<file path="src/hw/itv_dst_cfg.svh">
// Constants for the interval trigger and down-count start block
// Behaviour
// RULE1: Trigger select clears on reset and standby
// RULE2: A/D pulse is counter bit rise AND enable
// RULE3: Interval enable AND rise sets flag, interrupts
// RULE4: Zero enable bit suppresses pulse and flag
// RULE5: Eight run bits, one per down-counter
// RULE6: Software writes only set run bits
// RULE7: Run bit clears on its counter underflow
// RULE8: Linked compare-match sets run bit in offset mode
// RULE9: Offset mode also clears on underflow, software sets
// RULE10: Run control clears on reset and standby
// RULE11: Bit 7 set by channel 2 register B match
// RULE12: Bit 6 by c2 A, bits 5-0 by c1 F-A
// RULE13: Link enable register 8 bits RW, resets zero
// RULE14: Rising edge is zero-to-one between samples
`ifndef ITV_DST_CFG_SVH
`define ITV_DST_CFG_SVH
`define ADR_TRIG_SEL 4'h0
`define ADR_RUN_CTRL 4'h1
`define ADR_LINK_EN 4'h2
`define ADR_IRQ_STAT 4'h3
`define ADR_IRQ_CLR 4'h4
`define ADR_IRQ_EN 4'h5
`define ADR_FLAGS 4'h6
`define RST_BYTE 8'h00
`define TAP_LSB 10
`define TAP_MSB 13
`define ADC_EN_LSB 4
`define INTV_EN_LSB 0
`define EV_INTV_LSB 0
`define EV_UFLOW_LSB 8
`define EV_WIDTH 16
`endif

</file>
<file path="src/hw/itv_dst_pkg.sv">
// Types for the interval trigger and down-count start block
package itv_dst_pkg;
    typedef logic [7:0] byte_t;
    typedef logic [3:0] nib_t;
endpackage : itv_dst_pkg

</file>
<file path="src/hw/rise_detect.sv">
// Rising edge detector bank, one-cycle pulse per zero-to-one change
module rise_detect #(
    parameter int W = 4
) (
    input wire logic clk_sys,
    input wire logic resetn,
    input wire logic clear,
    input wire logic [W-1:0] level,
    output logic [W-1:0] rise
);
    logic [W-1:0] prev_q;
    logic [W-1:0] prev_d;

    always_comb begin
        // Keep tracking during standby; zeroing here would fake a rise on exit
        prev_d = level;
    end

    always_ff @(posedge clk_sys or negedge resetn) begin
        if (!resetn) begin
            prev_q <= '0;
        end else begin
            prev_q <= prev_d;
        end
    end

    // Suppressed during standby so no edge fires while standby is high
    assign rise = level & ~prev_q & {W{~clear}}; // RULE14
endmodule : rise_detect

</file>
<file path="src/hw/itv_dst.sv">
// Interval trigger and down-count start control with Wishbone slave
`include "itv_dst_cfg.svh"
module itv_dst (
    input wire logic clk_sys,
    input wire logic resetn,
    input wire logic standby,
    input wire logic [15:0] free_run_count,
    input wire logic [7:0] cmp_match,
    input wire logic offset_mode,
    input wire logic [7:0] uflow,
    input wire logic wb_cyc_i,
    input wire logic wb_stb_i,
    input wire logic wb_we_i,
    input wire logic [3:0] wb_adr_i,
    input wire logic [3:0] wb_sel_i,
    input wire logic [31:0] wb_dat_i,
    output logic [31:0] wb_dat_o,
    output logic wb_ack_o,
    output logic wb_err_o,
    output logic [3:0] adc_trig,
    output itv_dst_pkg::nib_t intv_irq_req,
    output itv_dst_pkg::byte_t run_flags,
    output logic irq
);
    import itv_dst_pkg::*;

    function automatic logic hit(input logic [3:0] a, input logic [3:0] r);
        return a == r;
    endfunction : hit

    byte_t trig_sel_q, trig_sel_d;
    byte_t run_q, run_d;
    byte_t link_q, link_d;
    logic [`EV_WIDTH-1:0] stat_q, stat_d;
    logic [`EV_WIDTH-1:0] en_q, en_d;
    nib_t flag_q, flag_d;
    logic [31:0] rdat_q, rdat_d;
    logic ack_q, ack_d;
    logic err_q, err_d;
    nib_t adc_q, adc_d;
    nib_t iq_q, iq_d;
    nib_t rise;
    logic req, wr, b0, b1, mapped;
    byte_t wbyte;
    logic [`EV_WIDTH-1:0] wword, ev;
    byte_t set_hw;

    rise_detect #(.W(4)) u_rise (
        .clk_sys(clk_sys),
        .resetn(resetn),
        .clear(standby),
        .level(free_run_count[`TAP_MSB:`TAP_LSB]), // RULE14
        .rise(rise)
    );

    assign req = wb_cyc_i & wb_stb_i & ~ack_q & ~err_q;
    assign wr = req & wb_we_i;
    assign b0 = wb_sel_i[0];
    assign b1 = wb_sel_i[1];
    assign wbyte = wb_dat_i[7:0];
    assign wword = {b1 ? wb_dat_i[15:8] : 8'h00, b0 ? wb_dat_i[7:0] : 8'h00};
    assign mapped = hit(wb_adr_i, `ADR_TRIG_SEL) | hit(wb_adr_i, `ADR_RUN_CTRL)
        | hit(wb_adr_i, `ADR_LINK_EN) | hit(wb_adr_i, `ADR_IRQ_STAT)
        | hit(wb_adr_i, `ADR_IRQ_CLR) | hit(wb_adr_i, `ADR_IRQ_EN)
        | hit(wb_adr_i, `ADR_FLAGS);

    // Compare-match sets only where linked; mapping c2B,c2A,c1F..c1A on bits 7..0
    assign set_hw = offset_mode ? (cmp_match & link_q) : `RST_BYTE; // RULE8 RULE11 RULE12

    // Events: interval flags low nibble, underflows of running counters high byte
    assign ev = {uflow & run_q, 4'h0,
        rise & trig_sel_q[`INTV_EN_LSB +: 4]}; // RULE3 RULE4

    always_comb begin
        trig_sel_d = trig_sel_q;
        run_d = run_q;
        link_d = link_q;
        en_d = en_q;
        flag_d = flag_q;
        stat_d = stat_q;
        if (wr && b0 && hit(wb_adr_i, `ADR_TRIG_SEL)) begin
            trig_sel_d = wbyte;
        end
        if (wr && b0 && hit(wb_adr_i, `ADR_LINK_EN)) begin
            link_d = wbyte; // RULE13
        end
        if (wr && hit(wb_adr_i, `ADR_IRQ_EN)) begin
            en_d = wword;
        end
        if (wr && hit(wb_adr_i, `ADR_IRQ_CLR)) begin
            stat_d = stat_q & ~wword;
        end
        stat_d = stat_d | ev;
        // Interval flags: software clears by writing one, new edge wins
        if (wr && b0 && hit(wb_adr_i, `ADR_FLAGS)) begin
            flag_d = flag_q & ~wbyte[3:0];
        end
        flag_d = flag_d | (rise & trig_sel_q[`INTV_EN_LSB +: 4]); // RULE3
        // Underflow clears first; a same-cycle set (software or match) wins
        run_d = run_q & ~uflow; // RULE7 RULE9
        if (wr && b0 && hit(wb_adr_i, `ADR_RUN_CTRL)) begin
            run_d = run_d | wbyte; // RULE6 RULE9
        end
        run_d = run_d | set_hw; // RULE8
        if (standby) begin
            trig_sel_d = `RST_BYTE; // RULE1
            run_d = `RST_BYTE; // RULE10
        end
    end

    always_comb begin
        adc_d = rise & trig_sel_q[`ADC_EN_LSB +: 4]; // RULE2 RULE4
        iq_d = rise & trig_sel_q[`INTV_EN_LSB +: 4]; // RULE3
        ack_d = req & mapped;
        err_d = req & ~mapped;
        rdat_d = 32'h0000_0000;
        if (req && !wb_we_i) begin
            unique case (1'b1)
                hit(wb_adr_i, `ADR_TRIG_SEL): rdat_d[7:0] = trig_sel_q;
                hit(wb_adr_i, `ADR_RUN_CTRL): rdat_d[7:0] = run_q; // RULE5
                hit(wb_adr_i, `ADR_LINK_EN): rdat_d[7:0] = link_q;
                hit(wb_adr_i, `ADR_IRQ_STAT): rdat_d[15:0] = stat_q;
                hit(wb_adr_i, `ADR_IRQ_EN): rdat_d[15:0] = en_q;
                hit(wb_adr_i, `ADR_FLAGS): rdat_d[3:0] = flag_q;
                default: rdat_d = 32'h0000_0000;
            endcase
        end
    end

    always_ff @(posedge clk_sys or negedge resetn) begin
        if (!resetn) begin
            trig_sel_q <= `RST_BYTE; // RULE1
            run_q <= `RST_BYTE; // RULE10
            link_q <= `RST_BYTE; // RULE13
            stat_q <= '0;
            en_q <= '0;
            flag_q <= 4'h0;
        end else begin
            trig_sel_q <= trig_sel_d;
            run_q <= run_d;
            link_q <= link_d;
            stat_q <= stat_d;
            en_q <= en_d;
            flag_q <= flag_d;
        end
    end

    always_ff @(posedge clk_sys or negedge resetn) begin
        if (!resetn) begin
            rdat_q <= 32'h0000_0000;
            ack_q <= 1'b0;
            err_q <= 1'b0;
            adc_q <= 4'h0;
            iq_q <= 4'h0;
        end else begin
            rdat_q <= rdat_d;
            ack_q <= ack_d;
            err_q <= err_d;
            adc_q <= adc_d;
            iq_q <= iq_d;
        end
    end

    assign wb_dat_o = rdat_q;
    assign wb_ack_o = ack_q;
    assign wb_err_o = err_q;
    assign adc_trig = adc_q;
    assign intv_irq_req = iq_q;
    assign run_flags = run_q; // RULE5
    assign irq = |(stat_q & en_q);
endmodule : itv_dst

</file>
<file path="config.mk">
export PLATFORM = sky130hd
export DESIGN_NAME = itv_dst
export DESIGN_NICKNAME = d
export VERILOG_FILES = /design/src/hw/itv_dst_pkg.sv /design/src/hw/rise_detect.sv /design/src/hw/itv_dst.sv
export VERILOG_INCLUDE_DIRS = /design/src /design/src/hw
export SDC_FILE = /design/constraint.sdc
export NUM_CORES = 1
export LEC_CHECK = 0
export BUFFER_PORTS_ARGS = -buffer_cell sky130_fd_sc_hd__buf_2
export CAP_MARGIN = 10
export CORE_MARGIN = 2
export CORE_UTILIZATION = 40
export DETAILED_ROUTE_END_ITERATION = 10
export MAX_ROUTING_LAYER = met4
export PLACE_DENSITY_LB_ADDON = 0.15
export SKIP_LAST_GASP = 1
export SLEW_MARGIN = 20
export SYNTH_ARGS = -nofsm -noshare
export SYNTH_HDL_FRONTEND = slang
export SYNTH_SLANG_ARGS = --single-unit
</file>
<file path="constraint.sdc">
create_clock -name clk_sys -period 5 [get_ports clk_sys]
set_clock_uncertainty 0.15 [all_clocks]
set_input_delay 1 -clock clk_sys [delete_from_list [all_inputs] [get_ports clk_sys]]
set_output_delay 1 -clock clk_sys [all_outputs]
set_load 0.01 [all_outputs]
</file>
==> results of run 1 <==
[worst register-to-register path, cell delays in order (launching register included)]
cell,delay [ns]
dfrtp_1,0.39
nand4bb_1,0.60
nor4_4,0.80
mux2_2,0.41
[state kept, by name (all words and copies together), names as in the netlist, 8 cells and up]
register and cells:
run_flags 8, en_q 16, trig_sel_q 8, stat_q 16, wb_dat_o 16, link_q 8
[cell type report]
type                            count  area [um2]
Tap cell                          133         166
Clock buffer                       10         138
Timing Repair Buffer               85         433
Multi-Input combinational cell    253        1670
Fill cell                         905        5110
Sequential cell                    90        2250
Clock inverter                      6        65.1
Inverter                           10        37.5
[Yosys cell counts, drive strengths merged (6+ instances only)]
cell	count
a22oi	11
a32oi	8
o21ai	19
buf	25
mux2i	6
clkbuf	9
a21oi	16
mux2	12
nor2	21
nand2	53
a22o	20
inv	10
nor4bb	9
dfrtp	90
nand3	9
[metal layers]
layer | wire length [um] | vias to the layer above | GRT usage (%)
met1 | 4940 | 1560 | 28.4
met5 | 0 | - | -
met3 | 553 | 17 | 3.99
met4 | 199 | 0 | 6.67
met2 | 5240 | 107 | 32.1
li1 | - | 1472 | -
[power breakdown]
group | internal (mW) | switching, mW | total, mW
logic | 0.0525 | 0.0851 | 0.138
registers | 0.760 | 0.0300 | 0.790
clock network | 0.246 | 0.267 | 0.513
total | 1.06 | 0.382 | 1.44
[worst paths after layout]
kind	from	endpoint	slack (ns)	depth (start not counted)
min in group asynchronous	resetn	adc_trig[0]	0.51	1
setup / recovery	stat_q[10]	irq	2.12	4
max in group asynchronous	resetn	trig_sel_q[6]	3.19	2
hold reg to reg	u_rise.prev_q[1]	adc_trig[1]	0.27	1
hold / removal	u_rise.prev_q[1]	adc_trig[1]	0.27	1
setup reg to reg	wb_err_o	link_q[4]	2.53	3
[kinds of logic after synthesis]
group                  synth area share [%]
AND/OR/NAND/NOR                        16.0
other                                0.0916
buffers and inverters                  5.90
multiplexers                           6.42
flip-flops                             55.0
AO/OA/AOI/OAI                          16.6
[per-stage QoR]
| stage | power, mW | instance area (um2) | instances |
|---|---|---|---|
| 6_report | 1.44 | 4760 | 587 |
| 5_1_grt | 1.50 | 4760 | 587 |
| 4_1_cts | 1.45 | 4750 | 587 |
| 3_5_place_dp | 0.941 | 4550 | 571 |
| 3_3_place_gp | 0.938 | 4550 | 571 |
| 2_1_floorplan | 0.879 | 4150 | 387 |
==> reports/metrics.cfg, run 1 <==
[route]
drc_errors = 0
ant_nets = 0
drtPass1Iterations = 4
wl_per_cell_um = 18.6
drt_wl_total_um = 10900
first_iter_violations = 179
via_per_inst = 5.38
vias = 3156

[die]
io_pins = 130
dieWidth_um = 105
row_count = 36
dieArea_um2 = 11100
start_util_pct = 41.5
die-height_um = 105
core_area_um2 = 9860

[global_route]
overflow = 0
grt_pass1_wl_um = 17100
antenna_found_initial = 0
grt_pass1_vias = 3144
grt_max_degree = 52
groute.usage.overall_pct = 21.0

[clock_tree]
clk_pin_slew_ns = 0.10
cts_root_buf = clkbuf_8
clock_path_buffers = 2
cts_resized = 0
clk_latency_ns = 0.36
holdBufCountCts = 0
htreeDepth = 3
tritoncts = built
cts_setup_buffers = 0
clock_sinks = 90
cts_buffers = 9

[critical_path]
start_kind = flip-flop
required_ns = 3.85
worstPathMaxFanout = 3
slowest_stage = dfrtp_1
cpLargestDelayFamily = compound AO/OA/AOI/OAI gates
critical_path.max_stage_delay_ns = 0.42
path_cells = a22o_1, a221oi_1, nand4_1, buf_2
path_buf_inv = 1
cp-end-kind = primary output
critical_path_arrival_ns = 1.73
path_class = reg -> out

[timing]
finalSetupViolCount = 0
maxSlewHeadroom_pct = 40.4
fmax_mhz = 347
period_share_pct = 57.6
holdWs_ns = 0.274
rsz0062_at_grt = no
max_slew.worst_pin.slew_ns = 0.882
fin_ws_ns = 2.12
fin_tns_setup_ns = 0
slew_viol_final = 0
min_period_ns = 2.88
finalHoldViolCount = 0

[synth]
ys.flop_type = dfrtp_1
synth.distinct_cells = 45
syn_area_per_cell_um2 = 11.0
ys_ff_latch = 90
syn_area_um2 = 4090
synth.top_cell.area_share_pct = 55.0
synthCells = 372
yosysTopAreaCell = dfrtp_1
seq_area_frac_synth_pct = 55.0
synth_edf_count = 0
synthTopCellsByArea = dfrtp_1, nand2_1, a22o_1
yosys_warnings = 0
async_flop_share_pct = 100

[placement]
port_buffers = 83
hpwl_um = 7930
gp_congestion = 0.901
pre_cts_ws_ns = 1.57

[final_layout]
nNetsFinal = 528
final_layout_size_suffix_gt1_share_pct = 27.1
final_common_cell = dfrtp_1
layout_common_cells = dfrtp_1, buf_2, nand2_1, nor2_1, a22o_1
antenna_cells = 0
area_growth_pct = 16.2
final_core_utilization_pct = 48.2

[outcome]
status = finished, final reports clean

[pwr]
powerDensity_nw_per_um2 = 303
ir_drop_v = 0.000110
leakage_nw = 2.33

[hold_path]
min_path_type = reg -> reg

[job]
drv_cap = 0

No activity file was read; power rests on OpenSTA's default activity.
==> run 2, diff against run 1 <==
--- a/config.mk
+++ b/config.mk
@@ -6,6 +6,7 @@
 export SDC_FILE = /design/constraint.sdc
 export NUM_CORES = 1
 export LEC_CHECK = 0
+export ABC_AREA = 1
 export BUFFER_PORTS_ARGS = -buffer_cell sky130_fd_sc_hd__buf_2
 export CAP_MARGIN = 10
 export CORE_MARGIN = 2
==> constraint.sdc (replaced) <==
create_clock -name clk_sys -period 2.5 [get_ports clk_sys]
set_clock_uncertainty 0.15 [all_clocks]
set_input_delay 0.5 -clock clk_sys [delete_from_list [all_inputs] [get_ports clk_sys]]
set_output_delay 0.5 -clock clk_sys [all_outputs]
set_load 0.01 [all_outputs]
==> reports/metrics.cfg, run 2 <==
[outcome]
status = finished, final reports clean

[timing]
finalSetupViolCount = 0  ; unchanged
max_slew.worst_pin.slew_ns = 0.657  ; -0.226 ns
min_period_ns = 2.02
fmax_mhz = 494
finalHoldViolCount = 0  ; unchanged
maxSlewHeadroom_pct = 56.0  ; +16 points
slew_viol_final = 0  ; unchanged
period_share_pct = 81.0
fin_tns_setup_ns = 0  ; unchanged
rsz0062_at_grt = no

[placement]
port_buffers = 83  ; unchanged
placed_cells = 745  ; +30%
hpwl_um = 8720  ; +9.9%
gp_congestion = 0.885  ; -1.7%

[final_layout]
layout_common_cells = nand2_1, dfrtp_1, buf_2, nand3_1, inv_1
area_growth_pct = 17.4
nNetsFinal = 696  ; +32%
antenna_cells = 0  ; unchanged
final_layout_size_suffix_gt1_share_pct = 21.9  ; -5.2 points
fill_cells = 1115  ; +23%
final_cells = 762  ; +30%
final_common_cell = nand2_1

[clock_tree]
cts_setup_buffers = 0  ; unchanged
cts_buffers = 9  ; unchanged
cts_root_buf = clkbuf_8
clk_latency_ns = 0.37  ; about the same
clk_pin_slew_ns = 0.09  ; about the same
htreeDepth = 3  ; unchanged
tritoncts = built
clock_sinks = 90  ; unchanged
clock_path_buffers = 2  ; unchanged

[global_route]
groute.usage.overall_pct = 21.5  ; +0.53 points
overflow = 0  ; unchanged
grt_pass1_vias = 3540  ; +13%
antenna_found_initial = 0  ; unchanged
grt_max_degree = 40  ; -23%
grt_pass1_wl_um = 18500  ; +8.5%

[pwr]
p_clk_share_pct = 38.3  ; +2.7 points
intPower_mw = 2.31  ; +120%
powerDensity_nw_per_um2 = 612  ; +100%
pwr-share-seq_pct = 51.1  ; -3.7 points
leakage_nw = 2.69  ; +16%
ir_drop_v = 0.000314  ; +190%
swShare_pct = 25.7  ; -0.81 points
p_switching_mw = 0.802  ; +110%
comb_power_share_pct = 10.6  ; +1.1 points

[route]
drtPass1Iterations = 5  ; +1
wl_per_cell_um = 15.2  ; -18%
drt_wl_total_um = 11600  ; +6.2%
via_per_inst = 4.99  ; -7.2%
vias = 3803  ; +21%
ant_nets = 0  ; unchanged
drc_errors = 0  ; unchanged
first_iter_violations = 276  ; +54%

[critical_path]
r2r-start = wb_ack_o
cp-end-kind = primary output
slowest_stage = dfrtp_1
critical_path.max_stage_delay_ns = 0.41  ; about the same
path_buf_inv = 1  ; unchanged
critical_path_arrival_ns = 1.37  ; -0.36 ns
path_cells = nand2_1, nand4_1, nor2_1, nand2_1, buf_2
cpMostUsedCell = nand2_1
ff2ff_path_depth = 6  ; +3
regToRegSetupSlack_ns = 0.54  ; -1.99 ns
start_kind = flip-flop
worstReg2RegEnd = stat_q[11]
cpLargestDelayFamily = simple AND/OR/NAND/NOR gates
required_ns = 1.85  ; -2.00 ns
path_class = reg -> out
worstPathMaxFanout = 3  ; unchanged

[die]
core_area_um2 = 10700  ; +8.4%
dieWidth_um = 108  ; +2.8%
io_pins = 130  ; unchanged
die-height_um = 108  ; +2.8%
start_util_pct = 40.6  ; -0.94 points
dieArea_um2 = 11700  ; +5.8%
row_count = 38  ; +5.6%

[synth]
yosys_warnings = 0  ; unchanged
synthCells = 530  ; +42%
synth_edf_count = 0  ; unchanged
syn_area_per_cell_um2 = 8.19  ; -26%
syn_area_um2 = 4340  ; +6.0%
ys.flop_type = dfrtp_1
seq_area_frac_synth_pct = 51.9  ; -3.1 points
synthTopCellsByArea = dfrtp_1, nand2_1, nand3_1
ys_top_cells_by_count = nand2_1, dfrtp_1, nand3_1
async_flop_share_pct = 100  ; unchanged
yosysMostFrequentCell = nand2_1
yosysTopAreaCell = dfrtp_1
ys_ff_latch = 90  ; unchanged
synth.distinct_cells = 27  ; -40%
synth.top_cell.area_share_pct = 51.9  ; -3.1 points

[hold_path]
hold_end = u_rise.prev_q[1]
min_path_type = in -> reg
whs_path_depth = 1  ; unchanged
hold_start = free_run_count[11]

[job]
drv_cap = 0  ; unchanged

==> run 2: metal layers <==
metal | GRT usage (%) | part of all wire [%] | up-vias
li1 | - | - | 1848
met1 | 29.6 | 46 | 1819
met2 | 32.3 | 47 | 124
met3 | 3.80 | 5.5 | 12
met4 | 7.14 | 1.4 | 0
met5 | - | 0 | -
==> run 2: repair_timing <==
action / 4_1_cts / 5_1_grt
endpoints found under the hold margin: 37 / 0
gates resized for setup: 0 / 0
hold buffers: 1 / 0
endpoints found under the setup margin: 0 / 0
==> run 2: power groups by stage <==
stage          Sequential [mW]  Combinational (mW)  Clock, mW
4_1_cts                   1.59               0.334       1.21
3_5_place_dp              1.62               0.332          0
5_1_grt                   1.60               0.377       1.27
3_3_place_gp              1.62               0.324          0
2_1_floorplan             1.61               0.201          0
6_report                  1.59               0.331       1.19
==> run 2: logic make-up after synthesis <==
logic type | Yosys count | synth area share [%]
other cells | 1 | 0.0864
buf+inv | 84 | 9.83
compound gates | 69 | 9.46
simple gates | 286 | 28.7
flops | 90 | 51.9
==> run 2: worst register-to-register path, delay by kind of cell, from the launching register on <==
kind / cells / cell delay [ns]
compound gates: 1 / 0.30
buf+inv: 1 / 0.19
simple gates: 4 / 0.84
flops: 1 / 0.38
==> run 2: cell type report <==
type | instances | area, um2 | share of cell area (%)
Inverter | 49 | 184 | 3.61
Tap cell | 140 | 175 | 3.44
Clock inverter | 4 | 98.8 | 1.94
Multi-Input combinational cell | 371 | 1720 | 33.7
Sequential cell | 90 | 2250 | 44.2
Clock buffer | 12 | 135 | 2.65
Timing Repair Buffer | 96 | 531 | 10.4
==> run 2: per-stage QoR <==
step,area (um2),power [mW],setup slack [ns],hold slack (ns),util [%]
global placement,4850,1.94,0.479,0.333,45.3
detailed placement,4850,1.95,0.420,0.345,45.3
CTS,5090,3.14,0.453,0.0856,47.6
floorplan,4400,1.81,0.873,0.0544,-
finish,5090,3.12,0.475,0.0921,47.6
global route,5090,3.25,0.357,0.0863,47.6
==> run 2: worst max path at each step <==
stage / startpoint / to / slack [ns] / cells past startpoint
6_report: stat_q[0] / irq / 0.48 / 5
5_1_grt: stat_q[0] / irq / 0.36 / 5
4_1_cts: stat_q[0] / irq / 0.45 / 5
3_5_place_dp: wb_adr_i[1] / stat_q[11] / 0.42 / 7
3_3_place_gp: wb_adr_i[1] / stat_q[11] / 0.48 / 7
2_1_floorplan: wb_adr_i[1] / stat_q[1] / 0.87 / 8
